$ cat config.mk
export PLATFORM = sky130hd
export DESIGN_NAME = edsp_top
export DESIGN_NICKNAME = d
export VERILOG_FILES = /design/src/design/edsp_pkg.sv /design/src/design/edsp_top.sv
export SDC_FILE = /design/constraint.sdc
export NUM_CORES = 1
export LEC_CHECK = 0
export CAP_MARGIN = 20
export CORE_ASPECT_RATIO = 2
export CORE_MARGIN = 2
export CORE_UTILIZATION = 45
export CTS_CLUSTER_DIAMETER = 60
export DETAILED_ROUTE_END_ITERATION = 10
export DONT_BUFFER_PORTS = 1
export GPL_ROUTABILITY_DRIVEN = 0
export HOLD_SLACK_MARGIN = 0.15
export PLACE_DENSITY_LB_ADDON = 0.05
export SETUP_SLACK_MARGIN = 0.15
export SYNTH_ARGS = -nofsm -noshare
export SYNTH_HDL_FRONTEND = slang
export SYNTH_SLANG_ARGS = --single-unit
$ cat constraint.sdc
create_clock -name clock -period 2.7 [get_ports clock]
set_input_delay 0 -clock clock [delete_from_list [all_inputs] [get_ports clock]]
set_output_delay 0 -clock clock [all_outputs]
set_load 0.005 [all_outputs]
$ cat src/design/edsp_pkg.sv
// Purpose: Constants and carrier types for the extended data space pager
// Assumes: Single 200 MHz instruction clock, synchronous inputs
// Notes: Overview of operation follows
// Overview of operation
// - Extended space is split into 32 Kbyte pages; read and write pages.
// - Program window reads use the read page only, never the write page.
// - Page value joins 16-bit core address into a 24-bit address.
// - Read, bit 15 set, read page bit 9 clear: page[8:0] over addr[14:0].
// - Write with bit 15 set: write page[8:0] over addr[14:0].
// - Bit 15 set with page zero raises an address error, no access.
// - Addresses below 8000h ignore pages and map straight through.
// - Near region 0000h-1FFFh reachable by indirect and direct modes.
// - Page registers never change on pointer rollover; software does it.
// - Extended reads add one cycle, two cycles minimum.
// - Repeated extended reads: first two take three cycles, then one.
// - Extended writes complete in one cycle with no overhead.
// - Extended space covers extra internal RAM and parallel port memory.
// - 32K internal RAM; external up to 16 Mbytes or 64K by variant. Small variant here traps every external access.
// - Read, bit 15 set, read page bit 9 set: goes to program window.
// - Read page register is 10 bits wide.
`default_nettype none
package edsp_pkg;
    localparam int EDSP_AW = 16;
    localparam int EDSP_XW = 24;
    localparam int EDSP_RPW = 10;
    localparam int EDSP_WPW = 9;
    localparam int EDSP_PSW = 23;
    localparam logic [3:0] EDSP_OFF_RPAGE = 4'h0;
    localparam logic [3:0] EDSP_OFF_WPAGE = 4'h1;
    localparam logic [3:0] EDSP_OFF_STAT = 4'h2;
    localparam logic [3:0] EDSP_OFF_MASK = 4'h3;
    localparam logic [3:0] EDSP_OFF_VAR = 4'h4;
    localparam logic [9:0] EDSP_RPAGE_RST = 10'h001;
    localparam logic [8:0] EDSP_WPAGE_RST = 9'h001;
    localparam logic [15:0] EDSP_NEAR_TOP = 16'h1fff;
    localparam int EDSP_WIN_BIT = 15;
    localparam int EDSP_PROG_BIT = 9;
    localparam int EDSP_HALF_BIT = 8;
    localparam int EDSP_RD_CYC = 2;
    localparam int EDSP_RPT_FIRST_CYC = 3;
    localparam int EDSP_RPT_NEXT_CYC = 1;
    localparam int EDSP_WR_CYC = 1;
    localparam int EDSP_RPT_FIRST_N = 2;
    localparam logic [23:0] EDSP_EXT_MAX_BIG = 24'hffffff;
    localparam logic [23:0] EDSP_EXT_MAX_SMALL = 24'h00ffff;
    localparam logic [23:0] EDSP_INT_TOP = 24'h00ffff;
    localparam int EDSP_ST_ERR = 0;
    localparam int EDSP_ST_RANGE = 1;
    typedef enum logic [1:0] {EDSP_TGT_DATA, EDSP_TGT_EXT, EDSP_TGT_PROG,
                              EDSP_TGT_NONE} edsp_tgt_t;
    typedef struct packed {
        logic rd;
        logic wr;
        logic rpt;
        logic direct;
        logic [15:0] addr;
    } edsp_req_t;
    typedef struct packed {
        logic valid;
        logic wr;
        edsp_tgt_t tgt;
        logic [23:0] xaddr;
        logic hi_word;
    } edsp_mem_t;
endpackage
`default_nettype wire

$ cat src/design/edsp_top.sv
// Purpose: Forms 24-bit extended addresses from page registers and core EA
// Assumes: One request at a time; requester holds it until done pulses
// Notes: Near direct addresses above the near region are flagged as errors
//
// Added by the designer: the placing of the registers and the plain strobed port.
`default_nettype none
module edsp_top (
    // Clock and reset
    input wire logic clock,
    input wire logic rst_b,
    // Variant strap, high for large external memory
    input wire logic big_variant,
    // Core request
    input wire edsp_pkg::edsp_req_t req,
    output logic busy,
    output logic done,
    output logic addr_err_trap,
    // Memory side
    output edsp_pkg::edsp_mem_t mem,
    // Register port
    input wire logic [3:0] reg_addr,
    input wire logic [15:0] reg_wdata,
    input wire logic reg_wr,
    input wire logic reg_rd,
    output logic [15:0] reg_rdata,
    // Interrupt
    output logic irq
);
    import edsp_pkg::*;

    typedef enum {EDSP_IDLE, EDSP_WAIT} edsp_st_t;

    logic rst_s1_r, rst_s2_r;
    logic [9:0] rpage_r;
    logic [8:0] wpage_r;
    logic [1:0] stat_r, stat_nxt;
    logic [1:0] mask_r;
    logic big_r, strap_done_r;
    edsp_st_t st_r;
    logic [1:0] wait_r;
    logic first_n_r;
    logic [1:0] rpt_cnt_r;
    logic win, prog_win, page_zero, near_bad, range_bad, err, start;
    logic [23:0] xaddr;
    logic [23:0] ext_max;
    edsp_tgt_t tgt;
    logic [1:0] lat;

    always_ff @(posedge clock or negedge rst_b) begin
        if (!rst_b) begin
            rst_s1_r <= 1'b0;
            rst_s2_r <= 1'b0;
        end else begin
            rst_s1_r <= 1'b1;
            rst_s2_r <= rst_s1_r;
        end
    end

    // Strap captured once after reset release
    always_ff @(posedge clock or negedge rst_s2_r) begin
        if (!rst_s2_r) begin
            big_r <= 1'b1;
            strap_done_r <= 1'b0;
        end else if (!strap_done_r) begin
            big_r <= big_variant;
            strap_done_r <= 1'b1;
        end
    end

    // Address formation
    always_comb begin
        win = req.addr[EDSP_WIN_BIT];
        prog_win = req.rd && rpage_r[EDSP_PROG_BIT];
        page_zero = req.rd ? (rpage_r == 10'h000) : (wpage_r == 9'h000);
        near_bad = req.direct && (req.addr > EDSP_NEAR_TOP);
        ext_max = big_r ? EDSP_EXT_MAX_BIG : EDSP_EXT_MAX_SMALL;
        xaddr = {8'h00, req.addr};
        tgt = EDSP_TGT_DATA;
        if (win) begin
            if (req.wr) begin
                xaddr = {wpage_r, req.addr[14:0]};
            end else if (prog_win) begin
                xaddr = {1'b0, rpage_r[7:0], req.addr[14:0]};
            end else begin
                xaddr = {rpage_r[8:0], req.addr[14:0]};
            end
            if (prog_win && !req.wr) begin
                tgt = EDSP_TGT_PROG;
            end else if (xaddr > EDSP_INT_TOP) begin
                tgt = EDSP_TGT_EXT;
            end else begin
                tgt = EDSP_TGT_DATA;
            end
        end
        range_bad = win && (tgt == EDSP_TGT_EXT) && (xaddr > ext_max);
        err = (win && page_zero) || near_bad || range_bad;
        // A held single request is not taken twice; repeats chain on done
        start = (st_r == EDSP_IDLE) && (req.rd || req.wr) &&
                !(done && !req.rpt);
        if (!req.wr && win) begin
            if (req.rpt && first_n_r) begin
                lat = 2'(EDSP_RPT_FIRST_CYC - 1);
            end else if (req.rpt) begin
                lat = 2'(EDSP_RPT_NEXT_CYC - 1);
            end else begin
                lat = 2'(EDSP_RD_CYC - 1);
            end
        end else begin
            lat = 2'(EDSP_WR_CYC - 1);
        end
    end

    // Page registers change only on software writes
    always_ff @(posedge clock or negedge rst_s2_r) begin
        if (!rst_s2_r) begin
            rpage_r <= EDSP_RPAGE_RST;
            wpage_r <= EDSP_WPAGE_RST;
            mask_r <= 2'h0;
        end else if (reg_wr) begin
            if (reg_addr == EDSP_OFF_RPAGE) begin
                rpage_r <= reg_wdata[EDSP_RPW-1:0];
            end
            if (reg_addr == EDSP_OFF_WPAGE) begin
                wpage_r <= reg_wdata[EDSP_WPW-1:0];
            end
            if (reg_addr == EDSP_OFF_MASK) begin
                mask_r <= reg_wdata[1:0];
            end
        end
    end

    // Sticky status, set beats write-one clear
    always_comb begin
        stat_nxt = stat_r;
        if (reg_wr && reg_addr == EDSP_OFF_STAT) begin
            stat_nxt = stat_r & ~reg_wdata[1:0];
        end
        if (start && err) begin
            stat_nxt[EDSP_ST_ERR] = 1'b1;
        end
        if (start && range_bad) begin
            stat_nxt[EDSP_ST_RANGE] = 1'b1;
        end
    end

    always_ff @(posedge clock or negedge rst_s2_r) begin
        if (!rst_s2_r) begin
            stat_r <= 2'h0;
            irq <= 1'b0;
        end else begin
            stat_r <= stat_nxt;
            irq <= |(stat_nxt & mask_r);
        end
    end

    always_ff @(posedge clock or negedge rst_s2_r) begin
        if (!rst_s2_r) begin
            reg_rdata <= 16'h0000;
        end else if (reg_rd) begin
            case (reg_addr)
                EDSP_OFF_RPAGE: reg_rdata <= {6'h00, rpage_r};
                EDSP_OFF_WPAGE: reg_rdata <= {7'h00, wpage_r};
                EDSP_OFF_STAT: reg_rdata <= {14'h0000, stat_r};
                EDSP_OFF_MASK: reg_rdata <= {14'h0000, mask_r};
                EDSP_OFF_VAR: reg_rdata <= {15'h0000, big_r};
                default: reg_rdata <= 16'h0000;
            endcase
        end else begin
            reg_rdata <= 16'h0000;
        end
    end

    // Repeat tracking: first two extended reads of a run are slow
    always_ff @(posedge clock or negedge rst_s2_r) begin
        if (!rst_s2_r) begin
            rpt_cnt_r <= 2'h0;
        end else if (!req.rpt) begin
            rpt_cnt_r <= 2'h0;
        end else if (start && !req.wr && win && !err &&
                     rpt_cnt_r != 2'(EDSP_RPT_FIRST_N)) begin
            rpt_cnt_r <= rpt_cnt_r + 2'h1;
        end
    end
    assign first_n_r = rpt_cnt_r != 2'(EDSP_RPT_FIRST_N);

    // Access sequencer
    always_ff @(posedge clock or negedge rst_s2_r) begin
        if (!rst_s2_r) begin
            st_r <= EDSP_IDLE;
            wait_r <= 2'h0;
            busy <= 1'b0;
            done <= 1'b0;
            addr_err_trap <= 1'b0;
            mem <= '0;
        end else begin
            done <= 1'b0;
            addr_err_trap <= 1'b0;
            mem.valid <= 1'b0;
            case (st_r)
                EDSP_IDLE: begin
                    if (start && err) begin
                        addr_err_trap <= 1'b1;
                        done <= 1'b1;
                    end else if (start) begin
                        mem.valid <= 1'b1;
                        mem.wr <= req.wr;
                        mem.tgt <= tgt;
                        mem.xaddr <= xaddr;
                        mem.hi_word <= prog_win && rpage_r[EDSP_HALF_BIT];
                        if (lat == 2'h0) begin
                            done <= 1'b1;
                        end else begin
                            wait_r <= lat - 2'h1;
                            busy <= 1'b1;
                            st_r <= EDSP_WAIT;
                        end
                    end
                end
                EDSP_WAIT: begin
                    if (wait_r == 2'h0) begin
                        done <= 1'b1;
                        busy <= 1'b0;
                        st_r <= EDSP_IDLE;
                    end else begin
                        wait_r <= wait_r - 2'h1;
                    end
                end
                default: st_r <= EDSP_IDLE;
            endcase
        end
    end
endmodule
`default_nettype wire

# Word-level counts from Yosys, hierarchy flattened
# Cells that the tools add are included.
# totals
inputBits	45
regBits	112
elab_cells	130
# classes
n_mux	44
n_reduce_logical	42
bitwise	4
eq_ne	13
n_lt_le_gt_ge	3
add_sub_neg	3
# ops
cell	n
two-way mux 32 bit	4
two-way mux 24 bit	5
two-way mux 29 bit	3
zero test 32 bit	2
one-hot mux 32 bit (2 select lines)	1
one-hot mux 10 bit (5 select lines)	1
== test 32 x 1 -> 1 bit, second input constant	1
greater-than comparator 24 x 16 -> 1 bit, second input constant	1
greater-than comparator 24 bit	1
two-way mux 2 bit	11
logical AND 1 bit	19
greater-than comparator 16 x 13 -> 1 bit, second input constant	1
two-way mux 16 bit	1
two-way mux 1 bit	15
!= test 2 bit, second input constant	6
zero test 10 bit	1
AND reduction 5 bit	2
zero test 9 bit	1
== test 4 x 2 -> 1 bit, second input constant	2
AND reduction 2 bit	3
AND 2 bit	2
== test 4 x 1 -> 1 bit, second input constant	1
== test 4 x 3 -> 1 bit, second input constant	1
zero test 1 bit	4
other kinds (15)	20

# Longest topological paths before layout
# logic_depth
ltp_word	17
ltp_mapped	12
depth_no_buf	10

# Least setup slack after synthesis
# OpenSTA, ideal clock, no wires.
# synth_timing
path_kind	reg-to-reg
from	reg big_r
to	reg mem[17] (netlist bit)
arrival_ps	2417
required_ps	2575
setup_time_ps	125
path_buffers	2
path_slack_ps	158
path_stages_with_launch	11
path_cell_list	dfstp_2 -> inv_1 -> ha_1 -> a211oi_1 -> nor2_1 -> a211o_1 -> a21bo_4 -> buf_8 -> inv_4 -> buf_8 -> mux2_4
# synth_via
elab_chain_len	7
# synth_lines
element	line	source
from (decl)	edsp_top.sv:38	logic big_r, strap_done_r;
from (signal assigned)	edsp_top.sv:65	big_r <= big_variant;
two-way mux 24 bit	edsp_top.sv:76	ext_max = big_r ? EDSP_EXT_MAX_BIG : EDSP_EXT_MAX_SMALL;
greater-than comparator 24 bit	edsp_top.sv:95	range_bad = win && (tgt == EDSP_TGT_EXT) && (xaddr > ext_max);
logical AND 1 bit	edsp_top.sv:95	
logical OR 1 bit	edsp_top.sv:96	err = (win && page_zero) || near_bad || range_bad;
logical AND 1 bit	edsp_top.sv:201	if (start && err) begin
NOT 1 bit (no line)	-	
AND reduction 3 bit (no line)	-	
to (decl)	edsp_top.sv:19	output edsp_pkg::edsp_mem_t mem,
# Every way passes these cells.
# A chain may end at the register's enable or synchronous reset.

# Worst setup path in the final report
# layout_timing
from	reg big_r
to	reg mem[27] (netlist bit)
# Same word-level chain as after synthesis.

==> run summary <==
Most used DFF post-synth: dfrtp_1
worst slew pin tran: 0.849 ns
# rows: 46
largest net degree at the start of global routing: 38
final setup vio count: 0
share of cells above drive strength 1: 27.4%
Mapped Cells: 279
crit end category: flip-flop
Area Overhead vs Synth: 32.6%
Initial Util: 45.8%
fraction of registers with async set/reset: 100%
CP dominant cell by count: buf_12
CTS H-tree lvls: 3
crit path max fanout: 9
routed len/inst: 19.8 microns
first-pass GRT wire length: 13500 microns
RSZ-0062 raised after global routing: yes
slowest CP cell: dfstp_2
# IOs: 94
worst setup path class: flip-flop to flip-flop
Tmin final: 2.56 ns
total die area: 0.00880 sq mm
Max VDD drop: 0.000496 V
Hold Vio Cnt, Final: 0
skew final: 0.00549 ns
CTS tree: built
Die Height: 131 microns
largest buffer count on any clock path: 2
Final TNS setup: 0 ns
nets: 410
Hold WS: 0.145 ns
dpl hpwl: 6050 microns
drt initial violations: 115
Die W: 67.3 microns
drt total wl: 9060 microns
Synth cell types: 51
CTS Buf Count: 9
Slew Viols, Final: 0
Ys Warns: 0
EDFF count, synth: 0
required time worst endpoint: 2.91 ns
Startpoint Class: flip-flop
status: finished clean
worst-path cell chain: clkinvlp_4 > buf_12 > ha_4 > a211oi_2 > nor2_1 > a211o_1 > a21bo_4 > buf_12 > mux2_1
core area: 0.00789 sq mm
CTS clk-pin slew, worst paths: 0.06 ns
worst hold-check path type: input pin to flip-flop
#FFs+latches synth: 74
top cells by count, synth: dfrtp_1 (71), mux2_2 (23), nor2_1 (20)
vias per inst: 5.54
clock sinks: 74
synthesized area: 0.00361 sq mm
Residual DRC: 0
DR vias: 2533
MaxCap Viol Count: 0
I/O Buffers: 0
vias in the first global route: 2715
initial antenna violation count: 0
Routed Antenna Nets: 0
antenna cells: 0
Synth area leader: dfrtp_1
Mapped Avg Cell Area: 12.9 sq um
Initial DRT Pass Iterations: 4
Highest Clock Rate: 390 MHz
clock latency on the worst-skew pair: 0.33 ns
Pleak: 0.00213 uW
cells taking the most area after synthesis: dfrtp_1 (49%), mux2_2 (7.2%), mux2_4 (6.2%), mux2_1 (3.7%), mux2i_1 (3.6%)
Yosys top cell area share: 49.2%
Pwr Total: 3690 uW
post-layout util: 60.7%
sequential area share after synthesis: 51.4%
most common cell in the netlist: dfrtp_1
Total GRT Usage: 20.9%
Slew headroom: 43.4%
CP arrival: 2.77 ns
GR Overflow Total: 0
crit share post-route: 94.9%
power per cell area: 771 mW/mm^2
CP max stage delay: 0.56 ns
CTS Root Cell: clkbuf_16
final cells by class:
cell class	instances	area (sq um)
multi-input cells	192	1730
repair buffers	72	729
repair inverters	1	8.76
clock inverters	2	35.0
clock buffers	14	264
inverters	6	38.8
flip-flops and latches	74	1860
fillers	624	3100
well taps	96	120
placed cells by master (no fill, tap or decap), types with 10 or more instances in the layout:
cell type	netlist	routed
dfrtp_1	71	70
clkbuf_16	0	10
mux2_4	15	15
dlygate4sd3_1	0	52
nor2_1	20	20
mux2_1	12	12
buf_4	6	15
mux2_2	23	23
nand2_1	11	11
mux2i_1	13	13
worst paths after layout:
path | depth (start not counted) | to | from | slack, ns
hold reg to reg | 0 | rst_s2_r | rst_s1_r | 0.36
min in group asynchronous | 0 | strap_done_r | rst_s2_r | 0.38
setup reg to reg | 9 | mem[27] | big_r | 0.14
setup / recovery | 9 | mem[27] | big_r | 0.14
max in group asynchronous | 1 | mem[4] | rst_s2_r | 1.65
hold / removal | 3 | addr_err_trap | req[18] | 0.15
critical path: cells and delay by family (launching register included):
kind | cells | cell delay, ns
DFF | 1 | 0.56
adders and majority gates | 1 | 0.24
buffers and inverters | 3 | 0.42
muxes | 1 | 0.31
and+or+nand+nor | 1 | 0.07
AOI/OAI and AO/OA | 3 | 0.82
kinds of logic (layout without fill, tap and decap cells):
family | count (synthesis) | count (layout) | synth area share, %
buffers and inverters | 19 | 95 | 3.71
multiplexers | 63 | 63 | 20.8
AO/OA/AOI/OAI | 43 | 43 | 9.01
AND/OR/NAND/NOR | 69 | 69 | 11.8
other | 2 | 8 | 0.208
flip-flops | 74 | 74 | 51.4
adder cells (fa/ha/maj) | 9 | 9 | 3.12
where the power goes:
group / leakage, uW / total, uW / internal [uW] / switching (uW)
combinational: 0.00107 / 888 / 519 / 369
sequential: 0.000921 / 1610 / 1390 / 227
clock: 0.000147 / 1190 / 765 / 423
total: 0.00213 / 3690 / 2670 / 1020
metrics by stage:
step | instances | area [sq um] | setup WS, ns
2_1_floorplan | 285 | 3630 | 0.158
3_3_place_gp | 381 | 3770 | 0.139
3_5_place_dp | 381 | 3770 | 0.107
4_1_cts | 450 | 4650 | 0.156
5_1_grt | 457 | 4790 | 0.0819
6_report | 457 | 4790 | 0.139
repair_timing:
action	in CTS	in global routing
resized for setup	6	11
setup endpoints to repair	21	31
buffers inserted	2	3
cloned	0	3
pin swaps	4	6
hold buffers	51	1
endpoints found under the hold margin	72	1
sequential cells by signal, indices dropped and copies added (netlist names):
signal	count
addr_err_trap	1
big_r	1
busy	1
done	1
irq	1
mask_r	2
mem	29
reg_rdata	10
rpage_r	10
rpt_cnt_r	2
rst_s1_r	1
rst_s2_r	1
stat_r	2
strap_done_r	1
wait_r	2
wpage_r	9
metal layers:
layer | vias up | GRT usage [%] | wire length [microns]
li1 | 1170 | - | -
met4 | 0 | 9.84 | 214
met5 | - | 0 | 0
met2 | 89 | 36.9 | 5010
met1 | 1256 | 23.3 | 3340
met3 | 18 | 4.62 | 497
No activity file was read; power rests on OpenSTA's default activity.
